<file path="src/byte_op_pkg.sv">
// constants for the byte-oriented file-register decode and execute block
package byte_op_pkg;
    localparam int INSTR_WIDTH = 14;
    localparam int DATA_WIDTH = 8;
    localparam int ADDR_WIDTH = 7;
    localparam int OPC_MSB = 11;
    localparam int OPC_LSB = 8;
    localparam int DEST_POS = 7;
    localparam int CLASS_MSB = 13;
    localparam int CLASS_LSB = 12;
    localparam logic [1:0] CLASS_BYTE = 2'h0;
    localparam logic [3:0] OPC_DECREMENT = 4'h3;
    localparam logic [3:0] OPC_COMPLEMENT = 4'h9;
    localparam logic [3:0] OPC_DEC_SKIP = 4'hB;
    localparam logic [3:0] OPC_OR_WORKING = 4'h4;
    localparam logic [7:0] WORKING_RESET = 8'h00;
    localparam logic ZERO_RESET = 1'b0;
    localparam logic DEST_WORKING = 1'b0;
    typedef enum logic [2:0] {
        NO_OP_SEL,
        DECREMENT_FILE_OP,
        COMPLEMENT_FILE_OP,
        DECREMENT_SKIP_ZERO_OP,
        OR_WORKING_WITH_FILE_OP
    } op_sel_t;
endpackage

</file>
<file path="src/byte_op_decode_execute.sv">
// decode and execute of four byte-oriented file-register instructions
`timescale 1ns/1ns

// Behaviour
// - 7-bit file address, one destination bit
// - decrement subtracts one, sets zero flag
// - complement inverts all bits, sets zero
// - decrement-and-skip subtracts one, tests zero
// - destination 0 writes working register only
// - destination 1 writes back file register
// - zero decrement-and-skip result discards fetched next instruction
// - discarded slot becomes a no-op cycle
// - skip uses zero only, flags untouched
// - or combines working and file, sets zero
// - port reads take pin levels, not latch
module byte_op_decode_execute #(
    parameter int ADDR_WIDTH = byte_op_pkg::ADDR_WIDTH,
    parameter int DATA_WIDTH = byte_op_pkg::DATA_WIDTH
) (
    input wire logic clock_in,
    input wire logic rst_in,
    input wire logic instr_valid_in,
    input wire logic [byte_op_pkg::INSTR_WIDTH-1:0] instr_in,
    input wire logic [DATA_WIDTH-1:0] file_data_in,
    input wire logic file_is_port_in,
    input wire logic [DATA_WIDTH-1:0] port_pins_in,
    output logic [ADDR_WIDTH-1:0] file_addr_out,
    output logic [DATA_WIDTH-1:0] file_wdata_out,
    output logic file_we_out,
    output logic [DATA_WIDTH-1:0] working_out,
    output logic zero_flag_out,
    output logic flush_next_out,
    output logic nop_cycle_out
);

    // widths are fixed by the instruction word layout, so other values are refused at elaboration
    if (ADDR_WIDTH != byte_op_pkg::ADDR_WIDTH || DATA_WIDTH != byte_op_pkg::DATA_WIDTH) begin : g_width_check
        $error("byte_op_decode_execute: unsupported width");
    end

    // decode of the fields used by several places
    function automatic byte_op_pkg::op_sel_t decode_op(input logic [byte_op_pkg::INSTR_WIDTH-1:0] w);
        byte_op_pkg::op_sel_t s;
        s = byte_op_pkg::NO_OP_SEL;
        if (w[byte_op_pkg::CLASS_MSB:byte_op_pkg::CLASS_LSB] == byte_op_pkg::CLASS_BYTE) begin
            case (w[byte_op_pkg::OPC_MSB:byte_op_pkg::OPC_LSB])
                byte_op_pkg::OPC_DECREMENT: s = byte_op_pkg::DECREMENT_FILE_OP;
                byte_op_pkg::OPC_COMPLEMENT: s = byte_op_pkg::COMPLEMENT_FILE_OP;
                byte_op_pkg::OPC_DEC_SKIP: s = byte_op_pkg::DECREMENT_SKIP_ZERO_OP;
                byte_op_pkg::OPC_OR_WORKING: s = byte_op_pkg::OR_WORKING_WITH_FILE_OP;
                default: s = byte_op_pkg::NO_OP_SEL;
            endcase
        end
        return s;
    endfunction

    // registered outputs and their next values
    logic [ADDR_WIDTH-1:0] addr_q, addr_d;
    logic [DATA_WIDTH-1:0] wdata_q, wdata_d;
    logic we_q, we_d;
    logic [DATA_WIDTH-1:0] working_q, working_d;
    logic zero_q, zero_d;
    logic flush_q, flush_d;
    logic nop_q, nop_d;
    byte_op_pkg::op_sel_t op;
    logic dest_bit;
    logic [DATA_WIDTH-1:0] operand;
    logic [DATA_WIDTH-1:0] result;
    logic active;

    // operand fetch and arithmetic
    always_comb begin
        op = decode_op(instr_in);
        dest_bit = instr_in[byte_op_pkg::DEST_POS];
        // port pins read instead of latch
        operand = file_is_port_in ? port_pins_in : file_data_in;
        // a flushed slot must never act, so it is gated here
        active = instr_valid_in && !flush_q;
        // unknown words pass the operand through; nothing downstream acts on them
        case (op)
            byte_op_pkg::DECREMENT_FILE_OP: result = operand - 8'h01;
            byte_op_pkg::COMPLEMENT_FILE_OP: result = ~operand;
            byte_op_pkg::DECREMENT_SKIP_ZERO_OP: result = operand - 8'h01;
            byte_op_pkg::OR_WORKING_WITH_FILE_OP: result = working_q | operand;
            default: result = operand;
        endcase
    end

    // next state of destinations, flags and skip control
    always_comb begin
        // the address follows every word, so a write pulse always pairs with its own address
        addr_d = instr_in[ADDR_WIDTH-1:0];
        wdata_d = wdata_q;
        we_d = 1'b0;
        working_d = working_q;
        zero_d = zero_q;
        flush_d = 1'b0;
        nop_d = 1'b0;
        if (flush_q) begin
            nop_d = 1'b1;
        end else if (active && op != byte_op_pkg::NO_OP_SEL) begin
            if (dest_bit == byte_op_pkg::DEST_WORKING) begin
                working_d = result;
            end else begin
                wdata_d = result;
                we_d = 1'b1;
            end
            if (op == byte_op_pkg::DECREMENT_SKIP_ZERO_OP) begin
                // zero result drops next fetched word
                flush_d = (result == 8'h00);
            end else begin
                zero_d = (result == 8'h00);
            end
        end
    end

    // registered state, reset to quiet values
    always_ff @(posedge clock_in) begin
        if (rst_in) begin
            addr_q <= '0;
            wdata_q <= '0;
            we_q <= 1'b0;
            working_q <= byte_op_pkg::WORKING_RESET;
            zero_q <= byte_op_pkg::ZERO_RESET;
            flush_q <= 1'b0;
            nop_q <= 1'b0;
        end else begin
            addr_q <= addr_d;
            wdata_q <= wdata_d;
            we_q <= we_d;
            working_q <= working_d;
            zero_q <= zero_d;
            flush_q <= flush_d;
            nop_q <= nop_d;
        end
    end

    // outputs come straight from the registers
    assign file_addr_out = addr_q;
    assign file_wdata_out = wdata_q;
    assign file_we_out = we_q;
    assign working_out = working_q;
    assign zero_flag_out = zero_q;
    assign flush_next_out = flush_q;
    assign nop_cycle_out = nop_q;
endmodule

</file>
<file path="config.mk">
export PLATFORM = sky130hd
export DESIGN_NAME = byte_op_decode_execute
export DESIGN_NICKNAME = d
export VERILOG_FILES = /design/src/byte_op_pkg.sv /design/src/byte_op_decode_execute.sv
export SDC_FILE = /design/constraint.sdc
export NUM_CORES = 1
export LEC_CHECK = 0
export BUFFER_PORTS_ARGS = -buffer_cell sky130_fd_sc_hd__buf_2
export CORE_MARGIN = 3
export CORE_UTILIZATION = 43
export DETAILED_ROUTE_END_ITERATION = 8
export GPL_TIMING_DRIVEN = 0
export PLACE_DENSITY = 0.73
export SETUP_SLACK_MARGIN = 0.2
export SLEW_MARGIN = 10
export SYNTH_ARGS = -nofsm -noshare
export SYNTH_HDL_FRONTEND = slang
export SYNTH_SLANG_ARGS = --single-unit
</file>
<file path="constraint.sdc">
create_clock -name clock_in -period 2.6 [get_ports clock_in]
set_input_delay 0.26 -clock clock_in [delete_from_list [all_inputs] [get_ports clock_in]]
set_output_delay 0.26 -clock clock_in [all_outputs]
set_load 0.02 [all_outputs]
</file>
Word-level counts from Yosys, hierarchy flattened
Cells that the tools add are included.
- bits in registers: 27
- input port bits: 34
- output and inout port bits: 27
- logic and storage cells: 40
- $add $sub $neg: 1
- eq/ne operators: 8
- mux-type cells: 6
- bitwise logic cells: 6
- reductions and logical operators: 12
- operators by type and width (cell ; number):
    $pmux 8 s3 ; 1
    $pmux 3 s4 ; 1
    $reduce_and 3->1 ; 3
    $eq 4x4->1 const B ; 2
    $logic_not 8->1 ; 1
    $mux 8 ; 1
    $not 8->8 ; 1
    $or 8x8->8 ; 1
    $sub 8x1->8 const B ; 1
    $eq 3x2->1 const B ; 2
    $eq 4x2->1 const B ; 1
    $eq 4x3->1 const B ; 1
    $not 1->1 ; 4
    $reduce_or 4->1 ; 1
    $eq 3x1->1 const B ; 1
    $eq 3x3->1 const B ; 1
    $mux 3 ; 1
    $reduce_bool 3->1 ; 1
    $reduce_or 3->1 ; 1
    $logic_and 1x1->1 ; 2
    $logic_not 2->1 ; 1
    $mux 1 ; 2
    $reduce_or 2->1 ; 1
    $logic_not 1->1 ; 1

Depth between registers and ports, before layout
Gate-level depths: netlist (run 1).
- word-level depth: 7
- mapped depth: 9

Worst setup path before layout (run 1)
Ideal clock, no wire load.
- kind: input to register
- start: input file_is_port_in
- end: register zero_q, in the netlist zero_flag_out
- setup time: 96 ps
- data arrival time: 2438 ps
- path slack: 66 ps
- cell stages on the path: 9
- path buffers: 1
- cell sequence: buf_2 mux2i_1 ha_1 or4bb_1 a311oi_1 xnor2_1 a211oi_1 nand4_1 o41ai_2
- word-level cells in the longest chain between the ends: 4
- RTL lines (what ; RTL line ; RTL):
    from (decl) ; byte_op_decode_execute.sv:25 ; input wire logic file_is_port_in,
    $mux 8 (*) ; byte_op_decode_execute.sv:76 ; operand = file_is_port_in ? port_pins_in : file_data_in;
    $sub 8x1->8, or another cell as far along ; byte_op_decode_execute.sv:81, byte_op_decode_execute.sv:83 ;
    $pmux 8 s3 (*) ; byte_op_decode_execute.sv:80 ; case (op)
    $logic_not 8->1 (*) ; byte_op_decode_execute.sv:112 ; zero_d = (result == 8'h00);
    to (signal assigned) ; byte_op_decode_execute.sv:124 ; zero_q <= byte_op_pkg::ZERO_RESET;
    to (signal assigned) ; byte_op_decode_execute.sv:132 ; zero_q <= zero_d;
    to (decl) ; byte_op_decode_execute.sv:62 ; logic zero_q, zero_d;
Every way passes the cells marked *; elsewhere a longest branch is shown, timed or not.
A chain may end at the register's enable or synchronous reset.

Worst setup path in the final report (run 1)
Ends and elaborated chain as after synthesis.

==> load_flow_metrics.sql, run 1 <==
INSERT INTO impl_metrics (metric_group, metric, value, unit) VALUES
('placed_design', 'port_buffers', '59', ''),
('global_routing', 'grt_overflow', '0', ''),
('sta', 'finalWorstPathRequiredPeriod', '2.28', 'ns'),
('yosys', 'synth-simple-area-share', '30.0', '%'),
('clock_tree', 'htreeDepth', '1', ''),
('clock_tree', 'cts_hold_buf', '0', ''),
('sta', 'finalClockSkew', '0.00471', 'ns'),
('drt', 'drc', '0', ''),
('worst_setup_path', 'setup.worst_path.end_class', 'register', ''),
('yosys', 'yosys.area.top_type_share', '35.4', '%'),
('floorplanning', 'floorplan.die_area', '4300', 'sq um'),
('sta', 'max_freq', '438', 'MHz'),
('yosys', 'yosys.area.top_type', 'sky130_fd_sc_hd__dfxtp_1', ''),
('run', 'cap_violations', '0', ''),
('yosys', 'ys.warnings.count', '0', ''),
('worst_setup_path', 'worst_setup_start_kind', 'input port', ''),
('global_routing', 'grt_pass1_vias', '1361', ''),
('clock_tree', 'root_buffer', 'sky130_fd_sc_hd__clkbuf_4', ''),
('drt', 'wl', '3880', 'um'),
('drt', 'vias', '1519', ''),
('global_routing', 'antenna_found_initial', '0', ''),
('worst_setup_path', 'worst-path-max-fanout', '7', ''),
('sta', 'slew_headroom', '57.6', '%'),
('sta', 'hold_violations', '0', ''),
('yosys', 'sequential_cell_area_fraction_in_the_yosys_report', '35.4', '%'),
('yosys', 'async_reset_ff_share', '0', '%'),
('yosys', 'synth_fa_ha_area_share', '0.820', '%'),
('power', 'p_total', '0.000776', 'W'),
('sta', 'drv_slew', '0', ''),
('floorplanning', 'die_x', '65.6', 'um'),
('clock_tree', 'cts_tree', 'built', ''),
('power', 'peak_ir_drop_on_the_vdd_network', '0.334', 'mV'),
('final_layout', 'final_layout_size_suffix_gt1_share', '37.9', '%'),
('status', 'run_status', 'finished clean', ''),
('yosys', 'synth_compound_area_share', '18.4', '%'),
('sta', 'layout_worst_path_cycle_share', '87.7', '%'),
('placed_design', 'dp.cells', '278', ''),
('global_routing', 'grt_first_pass_wirelength', '6240', 'um'),
('worst_setup_path', 'endpoint', 'zero_flag_out', ''),
('sta', 'rsz0062_at_grt', 'no', ''),
('yosys', 'postSynthCellCount', '173', ''),
('worst_setup_path', 'critical_path.reg2reg.endpoint', 'working_out[5]', ''),
('yosys', 'yosysMostFrequentCell', 'sky130_fd_sc_hd__dfxtp_1', ''),
('clock_tree', 'cts_buf_count', '3', ''),
('drt', 'post_drt_via_cell_ratio', '5.31', ''),
('drt', 'drt_iter0_markers', '51', ''),
('yosys', 'synth.top_cells.by_count', 'sky130_fd_sc_hd__dfxtp_1 (27), sky130_fd_sc_hd__nor2_1 (26), sky130_fd_sc_hd__mux2i_1 (13), sky130_fd_sc_hd__nor3_1 (12), sky130_fd_sc_hd__nor2b_1 (10)', ''),
('power', 'p_per_area', '391', 'nW/um^2'),
('floorplanning', 'die-height', '65.6', 'um'),
('worst_setup_path', 'worstPathArrival', '2.52', 'ns'),
('clock_tree', 'clk_transition_reported_paths', '0.14', 'ns'),
('worst_setup_path', 'crit_start', 'file_is_port_in', ''),
('drt', 'drt_pass1_iterations', '4', ''),
('min_path', 'min_path_type', 'in -> reg', ''),
('worst_setup_path', 'crit-reg2reg-launch', 'flush_next_out', ''),
('floorplanning', 'pin_count', '61', ''),
('floorplanning', 'placement_rows', '21', ''),
('yosys', 'synth.net_count', '208', ''),
('floorplanning', 'initial_util', '45.0', '%'),
('global_routing', 'grt_util_all_layers', '18.5', '%'),
('power', 'p_leak', '0.835', 'nW'),
('clock_tree', 'clkSinkCount', '27', ''),
('yosys', 'yosys-mux-area-fraction', '10.7', '%'),
('drt', 'routed_wire_length_per_instance', '13.6', 'um'),
('clock_tree', 'clk_path_buf_depth', '2', ''),
('final_layout', 'layoutNonFillerInstCount', '286', ''),
('yosys', 'synth_xor_area_share', '1.15', '%'),
('worst_setup_path', 'timing.setup.critical_path_class', 'in -> reg', ''),
('worst_setup_path', 'reg2regPathDepth', '6', ''),
('final_layout', 'num_antenna_cells', '0', ''),
('yosys', 'ys_types', '52', '');
-- critical path, cell delays in order --
cell,delay [ns]
sky130_fd_sc_hd__clkbuf_4,0.15
sky130_fd_sc_hd__buf_8,0.11
sky130_fd_sc_hd__mux2i_4,0.24
sky130_fd_sc_hd__ha_2,0.22
sky130_fd_sc_hd__or4bb_4,0.47
sky130_fd_sc_hd__a311oi_2,0.33
sky130_fd_sc_hd__xnor2_1,0.13
sky130_fd_sc_hd__a211oi_1,0.22
sky130_fd_sc_hd__nand4_1,0.18
sky130_fd_sc_hd__o41ai_2,0.21
-- worst min-delay path by stage --
stage	slack, ns	from	cells after the start	endpoint
6_report	0.13	instr_in[1]	2	file_addr_out[1]
2_1_floorplan	0.33	rst_in	1	file_addr_out[0]
5_1_grt	0.13	instr_in[5]	2	file_addr_out[5]
4_1_cts	0.13	instr_in[4]	2	file_addr_out[4]
3_3_place_gp	0.47	instr_in[2]	2	file_addr_out[2]
3_5_place_dp	0.47	flush_next_out	1	nop_cycle_out
-- cells by family after synthesis --
family / after synthesis
AOI/OAI and AO/OA: 37
adders and majority gates: 1
DFF: 27
muxes: 16
buffers and inverters: 10
xor gates and xnor gates: 2
and+or+nand+nor: 80
-- cell usage in the layout, fill, tap and decap left out, types with 2 or more instances in the layout --
master and n:
sky130_fd_sc_hd__a211oi_1 9, sky130_fd_sc_hd__nand2_1 5, sky130_fd_sc_hd__nand3_1 3, sky130_fd_sc_hd__nor4_2 2, sky130_fd_sc_hd__o21ai_0 5, sky130_fd_sc_hd__nor4b_1 2, sky130_fd_sc_hd__buf_4 5, sky130_fd_sc_hd__nor2_1 26
sky130_fd_sc_hd__mux2_2 3, sky130_fd_sc_hd__buf_2 60, sky130_fd_sc_hd__o22a_1 2, sky130_fd_sc_hd__o22ai_1 2, sky130_fd_sc_hd__inv_1 2, sky130_fd_sc_hd__or4b_4 2, sky130_fd_sc_hd__clkbuf_1 3, sky130_fd_sc_hd__and2_1 3
sky130_fd_sc_hd__mux2i_1 12, sky130_fd_sc_hd__o211ai_1 3, sky130_fd_sc_hd__nor3_1 12, sky130_fd_sc_hd__a21oi_1 4, sky130_fd_sc_hd__nand2b_1 2, sky130_fd_sc_hd__nor2b_1 10, sky130_fd_sc_hd__o221ai_1 2, sky130_fd_sc_hd__clkbuf_4 4
sky130_fd_sc_hd__dfxtp_1 27, sky130_fd_sc_hd__a311oi_2 2
-- where the power goes --
part           switching, W  internal, W  leakage [nW]  total (W)
Combinational     0.0000968    0.0000774         0.598   0.000174
Sequential       0.00000294     0.000422         0.220   0.000425
Clock              0.000118    0.0000576        0.0177   0.000176
Total              0.000218     0.000557         0.835   0.000776
-- final cells by class --
| class | instances | area, sq um |
|---|---|---|
| buffer | 8 | 55.1 |
| clock buffer | 3 | 22.5 |
| clock inverter | 1 | 5.00 |
| fill | 345 | 1410 |
| inverter | 2 | 7.51 |
| multi-input combinational | 136 | 968 |
| sequential | 27 | 541 |
| tap | 46 | 57.6 |
| timing repair buffer | 63 | 328 |
-- metal layers --
metal / vias to the layer above / GRT usage (%) / share of wire [%]
met5: - / 0 / 0
met1: 702 / 24.9 / 46
li1: 782 / - / -
met4: 0 / 2.33 / 0.41
met3: 4 / 3.59 / 3.3
met2: 31 / 31.4 / 50
-- sequential cells by signal (all words and copies together), names as in the netlist --
register / flops
file_addr_out: 7
file_wdata_out: 8
file_we_out: 1
flush_next_out: 1
nop_cycle_out: 1
working_out: 8
zero_flag_out: 1
-- what timing repair did --
action | 4_1_cts | 5_1_grt
buffers inserted | 3 | 1
pin swaps | 3 | 4
gates resized for setup | 4 | 3
setup endpoints to repair | 2 | 2
cloned | 0 | 0
-- stage by stage --
stage	TNS, ns	hold slack, ns	setup WS [ns]	util [%]	cell area [sq um]
finish	0	0.134	0.319	58.5	1980
global route	0	0.127	0.262	58.5	1980
CTS	0	0.130	0.206	58.0	1960
detailed placement	-0.601	0.468	-0.224	55.9	1890
global placement	-0.531	0.467	-0.209	55.9	1890
floorplan	0	0.332	0.209	-	1540
No activity file was read; power rests on OpenSTA's default activity.
==> run 2: changes to the inputs <==
- CORE_ASPECT_RATIO: not set -> 0.7
==> run 2 against run 1 <==
Critical path depth is the same. Sequential share of layout area shrank 0.12 points. Clock power grew 32%. Utilization rose by 2.3 points.
==> load_flow_metrics.sql, run 2 (same netlist as run 1, synthesis figures left out) <==
INSERT INTO impl_metrics (metric_group, metric, value, unit) VALUES
('placed_design', 'dpl_cell_area', '1900', 'sq um'),
('drt', 'drc', '0', ''),
('final_layout', 'layout_commonest_cell', 'sky130_fd_sc_hd__buf_2', ''),
('clock_tree', 'cts_tree', 'built', ''),
('worst_setup_path', 'setup.worst_path.end_class', 'register', ''),
('sta', 'drv_slew', '0', ''),
('worst_setup_path', 'worst-path-max-fanout', '7', ''),
('placed_design', 'placement.setup.worst_slack', '-0.208', 'ns'),
('worst_setup_path', 'worstPathArrival', '2.51', 'ns'),
('floorplanning', 'initial_util', '46.6', '%'),
('global_routing', 'grt_pass1_vias', '1370', ''),
('clock_tree', 'insertion_delay', '0.27', 'ns'),
('power', 'p_leak', '0.832', 'nW'),
('global_routing', 'gr-usage-met2', '27.6', '%'),
('clock_tree', 'clkSinkCount', '27', ''),
('worst_setup_path', 'worst_setup_start_kind', 'input port', ''),
('floorplanning', 'die-height', '55.9', 'um'),
('clock_tree', 'root_buffer', 'sky130_fd_sc_hd__clkbuf_8', ''),
('floorplanning', 'floorplan.die_area', '4310', 'sq um'),
('floorplanning', 'placement_rows', '17', ''),
('global_routing', 'grt_first_pass_wirelength', '6710', 'um'),
('power', 'p_per_area', '417', 'nW/um^2'),
('global_routing', 'grt_util_all_layers', '19.2', '%'),
('placed_design', 'dp_hpwl', '3250', 'um'),
('worst_setup_path', 'timing.setup.critical_path_class', 'in -> reg', ''),
('sta', 'timing.final.ws_setup', '0.269', 'ns'),
('min_path', 'min_path_type', 'in -> reg', ''),
('floorplanning', 'pin_count', '61', ''),
('floorplanning', 'die_x', '77.2', 'um'),
('drt', 'ant_nets', '0', ''),
('sta', 'slew_headroom', '50.2', '%'),
('final_layout', 'areaGrowthSynthToFinish', '30.6', '%'),
('drt', 'post_drt_via_cell_ratio', '5.45', ''),
('global_routing', 'grt-busiest-layer', 'met1', ''),
('sta', 'timing_worst_slew_pin_value', '0.737', 'ns'),
('final_layout', 'num_antenna_cells', '0', ''),
('drt', 'vias', '1552', ''),
('final_layout', 'commonest_cells_after_routing_fill_and_taps_aside', 'sky130_fd_sc_hd__buf_2 (60), sky130_fd_sc_hd__dfxtp_1 (27), sky130_fd_sc_hd__nor2_1 (26)', ''),
('clock_tree', 'clk_path_buf_depth', '2', ''),
('run', 'cap_violations', '0', ''),
('placed_design', 'port_buffers', '59', ''),
('clock_tree', 'cts_hold_buf', '0', ''),
('power', 'peak_ir_drop_on_the_vdd_network', '0.294', 'mV'),
('sta', 'layout_worst_path_cycle_share', '89.7', '%'),
('sta', 'finalSetupViolCount', '0', ''),
('global_routing', 'grt.met1_usage', '29.3', '%'),
('drt', 'drt_pass1_iterations', '4', ''),
('status', 'run_status', 'finished clean', ''),
('global_routing', 'globalRouteMet3Util', '4.85', '%'),
('sta', 'fin_worst_hold_slack', '0.189', 'ns'),
('sta', 'max_freq', '429', 'MHz'),
('sta', 'finalWorstPathRequiredPeriod', '2.33', 'ns'),
('drt', 'routed_wire_length_per_instance', '14.3', 'um'),
('global_routing', 'largest_net_degree_at_the_start_of_global_routing', '15', ''),
('floorplanning', 'core-area', '3280', 'sq um'),
('placed_design', 'gp_congestion', '0.824', ''),
('final_layout', 'fin_util', '60.8', '%'),
('worst_setup_path', 'critPathRequiredTime', '2.78', 'ns'),
('clock_tree', 'htreeDepth', '1', ''),
('global_routing', 'grt_overflow', '0', ''),
('sta', 'rsz0062_at_grt', 'yes', ''),
('sta', 'finalClockSkew', '0.00133', 'ns'),
('clock_tree', 'cts_buf_count', '3', ''),
('global_routing', 'antenna_found_initial', '0', ''),
('clock_tree', 'clk_transition_reported_paths', '0.08', 'ns'),
('power', 'p_total', '0.000830', 'W'),
('drt', 'drt_iter0_markers', '147', ''),
('drt', 'wl', '4090', 'um'),
('sta', 'hold_violations', '0', ''),
('final_layout', 'final_area', '1990', 'sq um'),
('final_layout', 'final_nets', '274', ''),
('final_layout', 'final_layout_size_suffix_gt1_share', '37.8', '%');
run 2: path summary, 6_finish.rpt:
| check | from | end | slack, ns | cells after the start |
|---|---|---|---|---|
| max | file_is_port_in | flush_next_out | 0.27 | 10 |
| min | instr_in[1] | file_addr_out[1] | 0.19 | 2 |
| min reg2reg | flush_next_out | nop_cycle_out | 0.49 | 1 |
| max reg2reg | flush_next_out | working_out[5] | 0.93 | 6 |
run 2: critical path: stages:
cell and delay [ns]:
sky130_fd_sc_hd__buf_4 0.13, sky130_fd_sc_hd__buf_8 0.11, sky130_fd_sc_hd__mux2i_4 0.24, sky130_fd_sc_hd__ha_2 0.21, sky130_fd_sc_hd__or4bb_4 0.47, sky130_fd_sc_hd__a311oi_2 0.33, sky130_fd_sc_hd__xnor2_1 0.14, sky130_fd_sc_hd__a211oi_1 0.18
sky130_fd_sc_hd__nand4_1 0.17, sky130_fd_sc_hd__nor4_2 0.26
run 2: repair_timing:
action                                  4_1_cts  5_1_grt
pin swaps                                     2        4
buffers inserted                              2        0
resized for setup                             5        5
endpoints found under the setup margin        2        5
run 2: per-layer routing:
metal	wire length [um]	vias up	share of wire [%]
met4	18	0	0.44
met2	1790	45	44
met3	271	4	6.6
met5	0	-	0
li1	-	778	-
met1	2010	725	49
run 2: layout make-up:
| cell class | count | area (sq um) |
|---|---|---|
| inverter | 2 | 7.51 |
| fill | 327 | 1280 |
| multi-input combinational | 136 | 972 |
| sequential | 27 | 541 |
| tap | 47 | 58.8 |
| timing repair buffer | 61 | 313 |
| buffer | 8 | 56.3 |
| clock buffer | 4 | 45.0 |
run 2: per-stage QoR:
step,std cells,setup TNS [ns]
6_report,285,0
3_5_place_dp,279,-0.505
3_3_place_gp,279,-0.504
4_1_cts,285,0
5_1_grt,285,0
2_1_floorplan,173,0
run 2: report_power, final:
part	internal (W)	switching, W	total (W)
Sequential	0.000422	0.00000316	0.000425
Combinational	0.0000752	0.0000985	0.000174
Clock	0.000110	0.000122	0.000232
Total	0.000607	0.000224	0.000830
